**src/hw/lpc_consts.svh**
```systemverilog
/*
  Constants of the LED PWM channel control block: register offsets, field
  positions, reset values and timing counts.
  Assumes it is included by bare name from the package and the top module.
*/
`ifndef LPC_CONSTS_SVH
`define LPC_CONSTS_SVH

// ****************************************
// Channel count and device address
// ****************************************
`define LPC_NCH        28
`define LPC_DEV_ADDR   5'h0F

// ****************************************
// Register offsets
// ****************************************
`define LPC_OFS_SLEEP  8'h00
`define LPC_OFS_PWM_LO 8'h05
`define LPC_OFS_PWM_HI 8'h20
`define LPC_OFS_COMMIT 8'h25
`define LPC_OFS_CTL_LO 8'h2A
`define LPC_OFS_CTL_HI 8'h45
`define LPC_OFS_GATE   8'h4A
`define LPC_OFS_SRST   8'h4F

// ****************************************
// Field positions and trigger value
// ****************************************
`define LPC_BIT_SSD    0
`define LPC_BIT_GEN    0
`define LPC_BIT_ON     0
`define LPC_SCALE_LSB  1
`define LPC_TRIG_VAL   8'h00

// ****************************************
// Reset values
// ****************************************
`define LPC_RST_SSD    1'b0
`define LPC_RST_GEN    1'b0
`define LPC_RST_PWM    8'h00
`define LPC_RST_CTL    3'h0

// ****************************************
// Timing: PWM step every LPC_PWM_DIV+1 clocks
// ****************************************
`define LPC_PWM_DIV    4'hF

`endif

```
**src/hw/lpc_pkg.sv**
```systemverilog
/*
  Types shared by the LED PWM channel control block.
  Assumes lpc_consts.svh is on the include path.
*/
`include "lpc_consts.svh"

package lpc_pkg;

  // ****************************************
  // Channel arrays
  // ****************************************
  typedef logic [`LPC_NCH-1:0][7:0] lpc_pwm_arr_t;
  typedef logic [`LPC_NCH-1:0][2:0] lpc_ctl_arr_t;
  typedef logic [`LPC_NCH-1:0][1:0] lpc_scale_arr_t;

  // ****************************************
  // Serial receiver states and byte phases
  // ****************************************
  typedef enum logic [3:0] {
    ST_IDLE = 4'h1,
    ST_RX   = 4'h2,
    ST_ACK  = 4'h4,
    ST_IGN  = 4'h8
  } lpc_i2c_st_e;

  typedef enum logic [2:0] {
    PH_DEV = 3'h1,
    PH_REG = 3'h2,
    PH_DAT = 3'h4
  } lpc_phase_e;

endpackage

```
**src/hw/lpc_wr_if.sv**
```systemverilog
/*
  Write port from the register decoder to the channel bank.
  Assumes one clock; all signals are one-cycle pulses or their payload.
*/
`timescale 1ns/100ps

interface lpc_wr_if;
  logic       pwm_we;
  logic       ctl_we;
  logic       commit;
  logic       clear;
  logic [4:0] idx;
  logic [7:0] data;

  modport src (output pwm_we, ctl_we, commit, clear, idx, data);
  modport snk (input  pwm_we, ctl_we, commit, clear, idx, data);
endinterface

```
**src/hw/lpc_sync.sv**
```systemverilog
/*
  Two-flop synchroniser for the pins of the block.
  Assumes asynchronous pin levels; idle value of every pin taken as high.
*/
`timescale 1ns/100ps

module lpc_sync (
  // Clock and reset
  input  wire logic       clk_i,
  input  wire logic       srst_i,
  // Pins in, synchronised levels out
  input  wire logic [4:0] d_i,
  output logic      [4:0] q_o
);

  logic [4:0] meta;
  logic [4:0] next_meta;
  logic [4:0] next_q;

  // First stage feeds only the second stage
  always_comb begin
    next_meta = d_i;
    next_q    = meta;
  end

  always_ff @(posedge clk_i) begin
    if (srst_i) begin
      meta <= 5'h1F;
      q_o  <= 5'h1F;
    end else begin
      meta <= next_meta;
      q_o  <= next_q;
    end
  end

endmodule // lpc_sync

```
**src/hw/lpc_chan_bank.sv**
```systemverilog
/*
  Shadow and active storage for the 28 PWM and channel control registers.
  Assumes one write, commit or clear pulse at a time on the write port.
*/
`timescale 1ns/100ps

module lpc_chan_bank import lpc_pkg::*; (
  // Clock and reset
  input  wire logic   clk_i,
  input  wire logic   srst_i,
  // Write port
  lpc_wr_if.snk       wr,
  // Active copies
  output lpc_pwm_arr_t act_pwm_o,
  output lpc_ctl_arr_t act_ctl_o
);

  lpc_pwm_arr_t sh_pwm;
  lpc_pwm_arr_t next_sh_pwm;
  lpc_ctl_arr_t sh_ctl;
  lpc_ctl_arr_t next_sh_ctl;
  lpc_pwm_arr_t next_act_pwm;
  lpc_ctl_arr_t next_act_ctl;

  // ****************************************
  // Shadow writes, commit and clear
  // ****************************************
  always_comb begin
    next_sh_pwm  = sh_pwm;
    next_sh_ctl  = sh_ctl;
    next_act_pwm = act_pwm_o;
    next_act_ctl = act_ctl_o;
    if (wr.clear) begin
      next_sh_pwm  = '0;
      next_sh_ctl  = '0;
      next_act_pwm = '0;
      next_act_ctl = '0;
    end else begin
      if (wr.pwm_we) begin
        next_sh_pwm[wr.idx] = wr.data;
      end
      if (wr.ctl_we) begin
        next_sh_ctl[wr.idx] = wr.data[2:0];
      end
      // Whole bank moves in one edge so channels never tear
      if (wr.commit) begin
        next_act_pwm = sh_pwm;
        next_act_ctl = sh_ctl;
      end
    end
  end

  always_ff @(posedge clk_i) begin
    if (srst_i) begin
      sh_pwm    <= '0;
      sh_ctl    <= '0;
      act_pwm_o <= '0;
      act_ctl_o <= '0;
    end else begin
      sh_pwm    <= next_sh_pwm;
      sh_ctl    <= next_sh_ctl;
      act_pwm_o <= next_act_pwm;
      act_ctl_o <= next_act_ctl;
    end
  end
endmodule // lpc_chan_bank

```
**src/hw/lpc_top.sv**
```systemverilog
/*
  LED PWM channel control: write-only serial slave, register decode,
  shadowed channel bank, PWM generator and shutdown gating.
  Assumes SCL/SDA are open-drain pins resolved outside, and that the
  analog sinks follow led_sink_outputs_o and current_scale_o.
*/
// Notes on behaviour
// - PWM and control writes land in shadow; zero to 25h commits them.
// - Commit copies all 28 PWM and control shadows in one edge.
// - Control bit 0 turns channel on; bits 7:3 unused; resets zero.
// - Control bits 2:1 pick full, half, third or quarter current.
// - Each channel has 256 duty steps from its 8-bit PWM value.
// - Global register 4Ah holds one gate bit at bit 0, resets zero.
// - Writing zero to 4Fh returns every register to its default.
// - Power-up reset loads defaults so no LED lights.
// - Sleep bit of 00h at zero switches all current sources off.
// - Shutdown pin held low forces hardware shutdown.
// - Register contents survive both shutdown modes.
// - Write-only slave; address 01111, two strap bits, then write bit.
// - Each data byte goes to the pointer, which then steps by one.
// - Sleep bit is bit 0 of 00h; one runs, reset value zero.
`timescale 1ns/100ps
`include "lpc_consts.svh"

module lpc_top import lpc_pkg::*; (
  // Clock and reset
  input  wire logic                 clk_i,
  input  wire logic                 srst_i,
  // Serial bus pins
  input  wire logic                 scl_i,
  input  wire logic                 sda_i,
  output logic                      sda_o,
  output logic                      sda_oe_o,
  // Address straps and shutdown pin
  input  wire logic [1:0]           ad_i,
  input  wire logic                 hw_sleep_pin_n_i,
  // Channel drive
  output logic      [`LPC_NCH-1:0]  led_sink_outputs_o,
  output lpc_scale_arr_t            current_scale_o
);

  // ****************************************
  // Helpers
  // ****************************************
  function automatic logic in_range(input logic [7:0] a,
                                    input logic [7:0] lo,
                                    input logic [7:0] hi);
    in_range = (a >= lo) && (a <= hi);
  endfunction

  function automatic logic addr_hit(input logic [7:0] b,
                                    input logic [1:0] ad);
    addr_hit = (b[7:3] == `LPC_DEV_ADDR) && (b[2:1] == ad) && !b[0];
  endfunction

  // ****************************************
  // Pin synchronisers
  // ****************************************
  logic [4:0] pins_s;
  logic       scl_s;
  logic       sda_s;
  logic       pin_ok;
  logic [1:0] ad_s;

  lpc_sync u_sync (
    .clk_i (clk_i),
    .srst_i(srst_i),
    .d_i   ({scl_i, sda_i, hw_sleep_pin_n_i, ad_i}),
    .q_o   (pins_s)
  );

  assign scl_s  = pins_s[4];
  assign sda_s  = pins_s[3];
  assign pin_ok = pins_s[2];
  assign ad_s   = pins_s[1:0];

  // ****************************************
  // Serial receiver
  // ****************************************
  lpc_i2c_st_e st;
  lpc_i2c_st_e next_st;
  lpc_phase_e  ph;
  lpc_phase_e  next_ph;
  logic [3:0]  bcnt;
  logic [3:0]  next_bcnt;
  logic [7:0]  shreg;
  logic [7:0]  next_shreg;
  logic [7:0]  ptr;
  logic [7:0]  next_ptr;
  logic        wr_vld;
  logic        next_wr_vld;
  logic [7:0]  wr_addr;
  logic [7:0]  next_wr_addr;
  logic [7:0]  wr_data;
  logic [7:0]  next_wr_data;
  logic        next_sda_oe;
  logic        scl_d;
  logic        sda_d;
  logic        scl_rise;
  logic        scl_fall;
  logic        bus_start;
  logic        bus_stop;

  assign scl_rise  = scl_s && !scl_d;
  assign scl_fall  = !scl_s && scl_d;
  assign bus_start = scl_s && scl_d && sda_d && !sda_s;
  assign bus_stop  = scl_s && scl_d && !sda_d && sda_s;

  always_comb begin
    next_st      = st;
    next_ph      = ph;
    next_bcnt    = bcnt;
    next_shreg   = shreg;
    next_ptr     = ptr;
    next_wr_vld  = 1'b0;
    next_wr_addr = wr_addr;
    next_wr_data = wr_data;
    next_sda_oe  = sda_oe_o;
    if (bus_start) begin
      next_st     = ST_RX;
      next_ph     = PH_DEV;
      next_bcnt   = 4'h0;
      next_sda_oe = 1'b0;
    end else if (bus_stop) begin
      next_st     = ST_IDLE;
      next_sda_oe = 1'b0;
    end else begin
      case (st)
        ST_RX: begin
          if (scl_rise) begin
            next_shreg = {shreg[6:0], sda_s};
            next_bcnt  = bcnt + 4'h1;
          end else if (scl_fall && bcnt == 4'h8) begin
            next_bcnt   = 4'h0;
            next_st     = ST_ACK;
            next_sda_oe = 1'b1;
            case (ph)
              PH_DEV: begin
                // Foreign address or read request: stay off the bus
                if (!addr_hit(shreg, ad_s)) begin
                  next_st     = ST_IGN;
                  next_sda_oe = 1'b0;
                end
              end
              PH_REG: begin
                next_ptr = shreg;
              end
              default: begin
                next_wr_vld  = 1'b1;
                next_wr_addr = ptr;
                next_wr_data = shreg;
                next_ptr     = ptr + 8'h01;
              end
            endcase
          end
        end
        ST_ACK: begin
          if (scl_fall) begin
            next_st     = ST_RX;
            next_sda_oe = 1'b0;
            next_ph     = (ph == PH_DEV) ? PH_REG : PH_DAT;
          end
        end
        ST_IDLE, ST_IGN: begin
          next_st = st;
        end
        default: begin
          next_st = ST_IDLE;
        end
      endcase
    end
  end

  always_ff @(posedge clk_i) begin
    if (srst_i) begin
      st       <= ST_IDLE;
      ph       <= PH_DEV;
      bcnt     <= 4'h0;
      shreg    <= 8'h00;
      ptr      <= 8'h00;
      wr_vld   <= 1'b0;
      wr_addr  <= 8'h00;
      wr_data  <= 8'h00;
      sda_oe_o <= 1'b0;
      sda_o    <= 1'b0;
      scl_d    <= 1'b1;
      sda_d    <= 1'b1;
    end else begin
      st       <= next_st;
      ph       <= next_ph;
      bcnt     <= next_bcnt;
      shreg    <= next_shreg;
      ptr      <= next_ptr;
      wr_vld   <= next_wr_vld;
      wr_addr  <= next_wr_addr;
      wr_data  <= next_wr_data;
      sda_oe_o <= next_sda_oe;
      sda_o    <= 1'b0;
      scl_d    <= scl_s;
      sda_d    <= sda_s;
    end
  end

  // ****************************************
  // Register decode
  // ****************************************
  lpc_wr_if wr_bus ();

  logic       soft_sleep_n;
  logic       next_ssd;
  logic       gate_off;
  logic       next_gate;
  logic       next_pwm_we;
  logic       next_ctl_we;
  logic       next_commit;
  logic       next_clear;
  logic [4:0] next_idx;
  logic [7:0] next_data;

  always_comb begin
    next_ssd    = soft_sleep_n;
    next_gate   = gate_off;
    next_pwm_we = 1'b0;
    next_ctl_we = 1'b0;
    next_commit = 1'b0;
    next_clear  = 1'b0;
    next_idx    = wr_bus.idx;
    next_data   = wr_bus.data;
    if (wr_vld) begin
      if (wr_addr == `LPC_OFS_SLEEP) begin
        next_ssd = wr_data[`LPC_BIT_SSD];
      end
      if (wr_addr == `LPC_OFS_GATE) begin
        next_gate = wr_data[`LPC_BIT_GEN];
      end
      if (in_range(wr_addr, `LPC_OFS_PWM_LO, `LPC_OFS_PWM_HI)) begin
        next_pwm_we = 1'b1;
        next_idx    = 5'(wr_addr - `LPC_OFS_PWM_LO);
        next_data   = wr_data;
      end
      if (in_range(wr_addr, `LPC_OFS_CTL_LO, `LPC_OFS_CTL_HI)) begin
        next_ctl_we = 1'b1;
        next_idx    = 5'(wr_addr - `LPC_OFS_CTL_LO);
        next_data   = wr_data;
      end
      // Only an all-zero byte triggers; anything else is dropped
      if (wr_addr == `LPC_OFS_COMMIT && wr_data == `LPC_TRIG_VAL) begin
        next_commit = 1'b1;
      end
      if (wr_addr == `LPC_OFS_SRST && wr_data == `LPC_TRIG_VAL) begin
        next_clear = 1'b1;
        next_ssd   = `LPC_RST_SSD;
        next_gate  = `LPC_RST_GEN;
      end
    end
  end

  always_ff @(posedge clk_i) begin
    if (srst_i) begin
      soft_sleep_n  <= `LPC_RST_SSD;
      gate_off      <= `LPC_RST_GEN;
      wr_bus.pwm_we <= 1'b0;
      wr_bus.ctl_we <= 1'b0;
      wr_bus.commit <= 1'b0;
      wr_bus.clear  <= 1'b0;
      wr_bus.idx    <= 5'h00;
      wr_bus.data   <= 8'h00;
    end else begin
      soft_sleep_n  <= next_ssd;
      gate_off      <= next_gate;
      wr_bus.pwm_we <= next_pwm_we;
      wr_bus.ctl_we <= next_ctl_we;
      wr_bus.commit <= next_commit;
      wr_bus.clear  <= next_clear;
      wr_bus.idx    <= next_idx;
      wr_bus.data   <= next_data;
    end
  end

  // ****************************************
  // Channel bank
  // ****************************************
  lpc_pwm_arr_t act_pwm;
  lpc_ctl_arr_t act_ctl;

  lpc_chan_bank u_bank (
    .clk_i    (clk_i),
    .srst_i   (srst_i),
    .wr       (wr_bus),
    .act_pwm_o(act_pwm),
    .act_ctl_o(act_ctl)
  );

  // ****************************************
  // PWM timebase and output gating
  // ****************************************
  logic [3:0]          div;
  logic [3:0]          next_div;
  logic [7:0]          cnt;
  logic [7:0]          next_cnt;
  logic                gates_ok;
  logic [`LPC_NCH-1:0] next_led;
  lpc_scale_arr_t      next_scale;

  // Shutdown only gates the sinks; register state is untouched
  assign gates_ok = soft_sleep_n && !gate_off && pin_ok;

  always_comb begin
    next_div = (div == `LPC_PWM_DIV) ? 4'h0 : div + 4'h1;
    next_cnt = (div == `LPC_PWM_DIV) ? cnt + 8'h01 : cnt;
    for (int i = 0; i < `LPC_NCH; i++) begin
      // Duty 0 stays dark; 255 lights 255 of 256 steps
      next_led[i]   = gates_ok && act_ctl[i][`LPC_BIT_ON]
                      && (cnt < act_pwm[i]);
      next_scale[i] = act_ctl[i][`LPC_SCALE_LSB +: 2];
    end
  end

  always_ff @(posedge clk_i) begin
    if (srst_i) begin
      div                <= 4'h0;
      cnt                <= 8'h00;
      led_sink_outputs_o <= '0;
      current_scale_o    <= '0;
    end else begin
      div                <= next_div;
      cnt                <= next_cnt;
      led_sink_outputs_o <= next_led;
      current_scale_o    <= next_scale;
    end
  end
endmodule // lpc_top

```
**config.mk**
```make
export PLATFORM = sky130hd
export DESIGN_NAME = lpc_top
export DESIGN_NICKNAME = d
export VERILOG_FILES = /design/src/hw/lpc_pkg.sv /design/src/hw/lpc_wr_if.sv /design/src/hw/lpc_sync.sv /design/src/hw/lpc_chan_bank.sv /design/src/hw/lpc_top.sv
export VERILOG_INCLUDE_DIRS = /design/src /design/src/hw
export SDC_FILE = /design/constraint.sdc
export NUM_CORES = 2
export LEC_CHECK = 0
export BUFFER_PORTS_ARGS = -buffer_cell sky130_fd_sc_hd__buf_4
export CAP_MARGIN = 20
export CORE_ASPECT_RATIO = 0.9
export CORE_UTILIZATION = 45
export CTS_CLUSTER_SIZE = 8
export DETAILED_ROUTE_END_ITERATION = 6
export GPL_TIMING_DRIVEN = 0
export PLACE_DENSITY = 0.67
export SKIP_LAST_GASP = 1
export SLEW_MARGIN = 20
export SYNTH_ARGS = -nofsm -noshare
export SYNTH_HDL_FRONTEND = slang
export SYNTH_SLANG_ARGS = --single-unit
```
**constraint.sdc**
```tcl
create_clock -name clk_i -period 4.4 [get_ports clk_i]
set_input_delay 0.44 -clock clk_i [delete_from_list [all_inputs] [get_ports clk_i]]
set_output_delay 0.44 -clock clk_i [all_outputs]
set_load 0.01 [all_outputs]
```
==> flow_summary.ini <==
[synth]
synth_area_leaders = dfxtp_1 48%, mux2i_1 15%, ha_1 8.0%, nor2_1 6.2%, a21oi_1 3.2%
yosysTopAreaCell = dfxtp_1
synthCells = 3545
ys_types = 62
netlist_area_um2 = 33000
synth-edff-count = 0
ys_ff_latch = 788
synthArstFlopShare_pct = 0
synth.yosys.seq_area_share_pct = 47.8
synth_nets = 3762
netlist.area_leader.share_pct = 47.8
ys_warn_count = 0
syn_avg_cell_area_um2 = 9.31
synth-main-ff-cell = dfxtp_1

[sta]
tightest_slew_ns = 1.21
fin_skew_ns = 0.0691
period_minus_slack_ns = 3.14
setup_viol = 0
rsz0062_at_grt = no
slew_violations = 0
setup_tns_ns = 0
max_freq_mhz = 319
hold_viol = 0
fin_crit_sh_pct = 71.3
slew_headroom_pct = 19.3

[clocking]
clockBufferDepth = 3
post-cts-setup-buffers = 0
post_cts_resized = 0
numCtsBuffers = 108
hold_buffers = 5
clk_latency_ns = 0.69
cts-root-buf = clkbuf_16
cts_sinks = 788
cts_tree = done
clkTransAtPathRegs_ns = 0.05
htreeDepth = 3

[final_layout]
post-route-util_pct = 52.6
drive_gt1_share_pct = 6.88
areaGrowthSynthToFinish_pct = 14.8
fillers = 6570
ff_latch_area_um2 = 15800
nets = 3971
multi_input_comb_area_um2 = 15500

[pwr]
power_frac_comb_pct = 1.7
pwr-share-clk_pct = 49.7
p_seq_share_pct = 48.6
internal_power_mw = 11.5
swShare_pct = 22.0
vdd_ir_drop_max_v = 0.000291
p_per_area_nw_per_um2 = 390
p_sw_mw = 3.24
leakage_nw = 14.1

[critical_path]
required_ns = 4.93
critPathLaunchType = register
crit_slowest_cell = nor2_1
rrSetupSlack_ns = 1.26
crit_chain = clkbuf_1 > nand3b_1 > clkbuf_1 > nor2_1 > mux2i_1 > nor2_1
cpPeakStageDelay_ns = 0.84
critPathCaptureType = register
reg2reg_to = u_bank.sh_pwm[215]
crit_arrival_ns = 3.67
cp_max_fo = 10
path_buf_inv = 2
worstReg2RegStart = wr_bus.idx[1]
worst-setup-path-type = register to register
cp_top_family = simple AND/OR/NAND/NOR gates
ff2ff_path_depth = 6

[detailed_routing]
drt_iter0_markers = 2220
finalWirelength_mm = 97.6
wire_per_inst_um = 20.7
drc = 0
dr.pass1.iters = 5
ant_nets = 0
vias = 25674
via_per_inst = 5.45

[min_path]
hold_path.class = register to register
hold_end = u_sync.q_o[1]
min-delay-start = u_sync.meta[1]
min_path_cells = 1

[global_route]
grt_pass1_vias = 23866
grt-ovfl-total = 0
grt_pass1_wl_mm = 145
grt_max_degree = 33
track_usage_pct = 25.8
antenna_found_initial = 7

[job]
max-cap-violations = 0

[floorplan]
core_um2 = 72000
die-area_um2 = 74400
dieHeight_um = 259
io_pins = 93
initial_core_util_pct = 45.8
rows = 93
die_width_um = 287

[run_status]
run_status = completed

[place]
globalplace.congestion = 0.924
portBuffers = 91
place_hpwl_mm = 64.1
layout by cell type, fill, tap and decap left out, drive strengths merged, types with 5 or more instances in the layout:
cell | netlist | layout
a211oi | 62 | 62
a21o | 86 | 86
a21oi | 211 | 211
buf | 25 | 119
clkbuf | 191 | 303
clkinv | 0 | 6
dfxtp | 788 | 788
dlygate4sd3 | 0 | 5
ha | 210 | 210
inv | 236 | 237
mux2i | 484 | 484
nand2 | 275 | 275
nand2b | 35 | 35
nand3 | 47 | 47
nand3b | 6 | 6
nand4 | 6 | 6
nor2 | 546 | 546
nor2b | 62 | 62
nor3 | 6 | 6
nor3b | 12 | 12
nor4b | 6 | 6
o21ai | 137 | 137
o311a | 30 | 30
or2 | 15 | 15
xor2 | 8 | 8
per-layer routing:
metal / global-route usage (%) / routed length, um
met5: 0 / 0
met3: 4.92 / 7380
met4: 10.9 / 4230
met1: 35.4 / 43500
met2: 39.5 / 42500
worst reg2reg max path: cells and delay by family, from the launching register on:
kind                   cells  cell delay [ns]
AND/OR/NAND/NOR            3             1.66
buffers and inverters      2             0.81
flip-flops                 1             0.30
multiplexers               1             0.27
metrics by stage:
step	worst slack, ns	instance area (um2)	hold slack, ns	total power, mW	std cells
2_1_floorplan	2.14	33000	0.389	7.45	3545
5_1_grt	1.17	37900	0.412	15.1	4713
4_1_cts	1.39	37900	0.405	14.8	4713
3_5_place_dp	0.963	35000	0.395	7.55	4589
6_report	1.26	37900	0.402	14.8	4715
3_3_place_gp	0.841	34900	0.391	7.55	4586
worst max-delay path by stage:
stage                     cells after the start                endpoint  slack, ns     startpoint
after CTS                                     6      u_bank.sh_pwm[215]       1.39  wr_bus.idx[1]
after global placement                        5   led_sink_outputs_o[3]       0.84         cnt[1]
after floorplan                               8           wr_bus.idx[2]       2.14     wr_addr[1]
final                                         6      u_bank.sh_pwm[215]       1.26  wr_bus.idx[1]
after detailed placement                      6  led_sink_outputs_o[15]       0.96         srst_i
after global routing                          6      u_bank.sh_pwm[206]       1.17  wr_bus.idx[0]
power groups by stage:
stage,Clock [mW],Sequential (mW),Combinational (mW)
6_report,7.33,7.17,0.250
5_1_grt,7.71,7.16,0.262
4_1_cts,7.41,7.17,0.243
3_5_place_dp,0,7.31,0.240
3_3_place_gp,0,7.31,0.237
2_1_floorplan,0,7.31,0.137
synthesized netlist by cell type (3+ instances only):
library cell,instances
nor2b_1,62
clkbuf_1,191
a211oi_1,62
nor2_2,3
nor3_1,6
o311ai_0,3
and3_1,4
or2_2,15
nand3_1,47
nand3b_1,6
nor2_1,542
a31oi_1,4
nor4b_1,6
nand2_1,275
and4_1,3
xor2_1,8
a21oi_1,211
nand4b_1,3
or3b_2,4
mux2i_1,484
a21o_1,86
ha_1,210
o311a_1,30
nand2b_1,35
nand4_1,6
dfxtp_1,788
inv_1,236
xnor2_1,4
buf_1,20
nor3b_1,12
or3_1,3
o21ai_0,137
registers in the layout, summed over array words and instances, names as in the netlist, 3 cells and up:
register,cells
u_bank.sh_ctl,84
u_sync.meta,5
u_bank.sh_pwm,224
wr_bus.data,8
wr_data,8
u_bank.act_pwm_o,224
wr_bus.idx,5
shreg,8
bcnt,4
current_scale_o,56
u_sync.q_o,5
div,4
cnt,8
u_bank.act_ctl_o,84
st,4
led_sink_outputs_o,28
ptr,8
wr_addr,8
ph,3
layout make-up:
class,count,area share (%)
tap,950,3.14
inverter,236,2.34
buffer,216,2.24
clock inverter,7,0.360
clock buffer,112,7.18
timing repair buffer,99,2.09
sequential,788,41.7
multi-input combinational,2305,40.9
antenna,2,0.0132
cell families (layout without fill, tap and decap cells):
group / after synthesis / count (layout) / share of synthesized area, %
AND/OR/NAND/NOR: 1044 / 1044 / 13.7
flip-flops: 788 / 788 / 47.8
AO/OA/AOI/OAI: 554 / 554 / 10.3
multiplexers: 484 / 484 / 14.7
buffers and inverters: 452 / 670 / 5.22
adder cells (fa/ha/maj): 210 / 210 / 7.97
XOR/XNOR: 12 / 12 / 0.319
other: 1 / 3 / 0.0114
(Power assumes the default switching activity.)
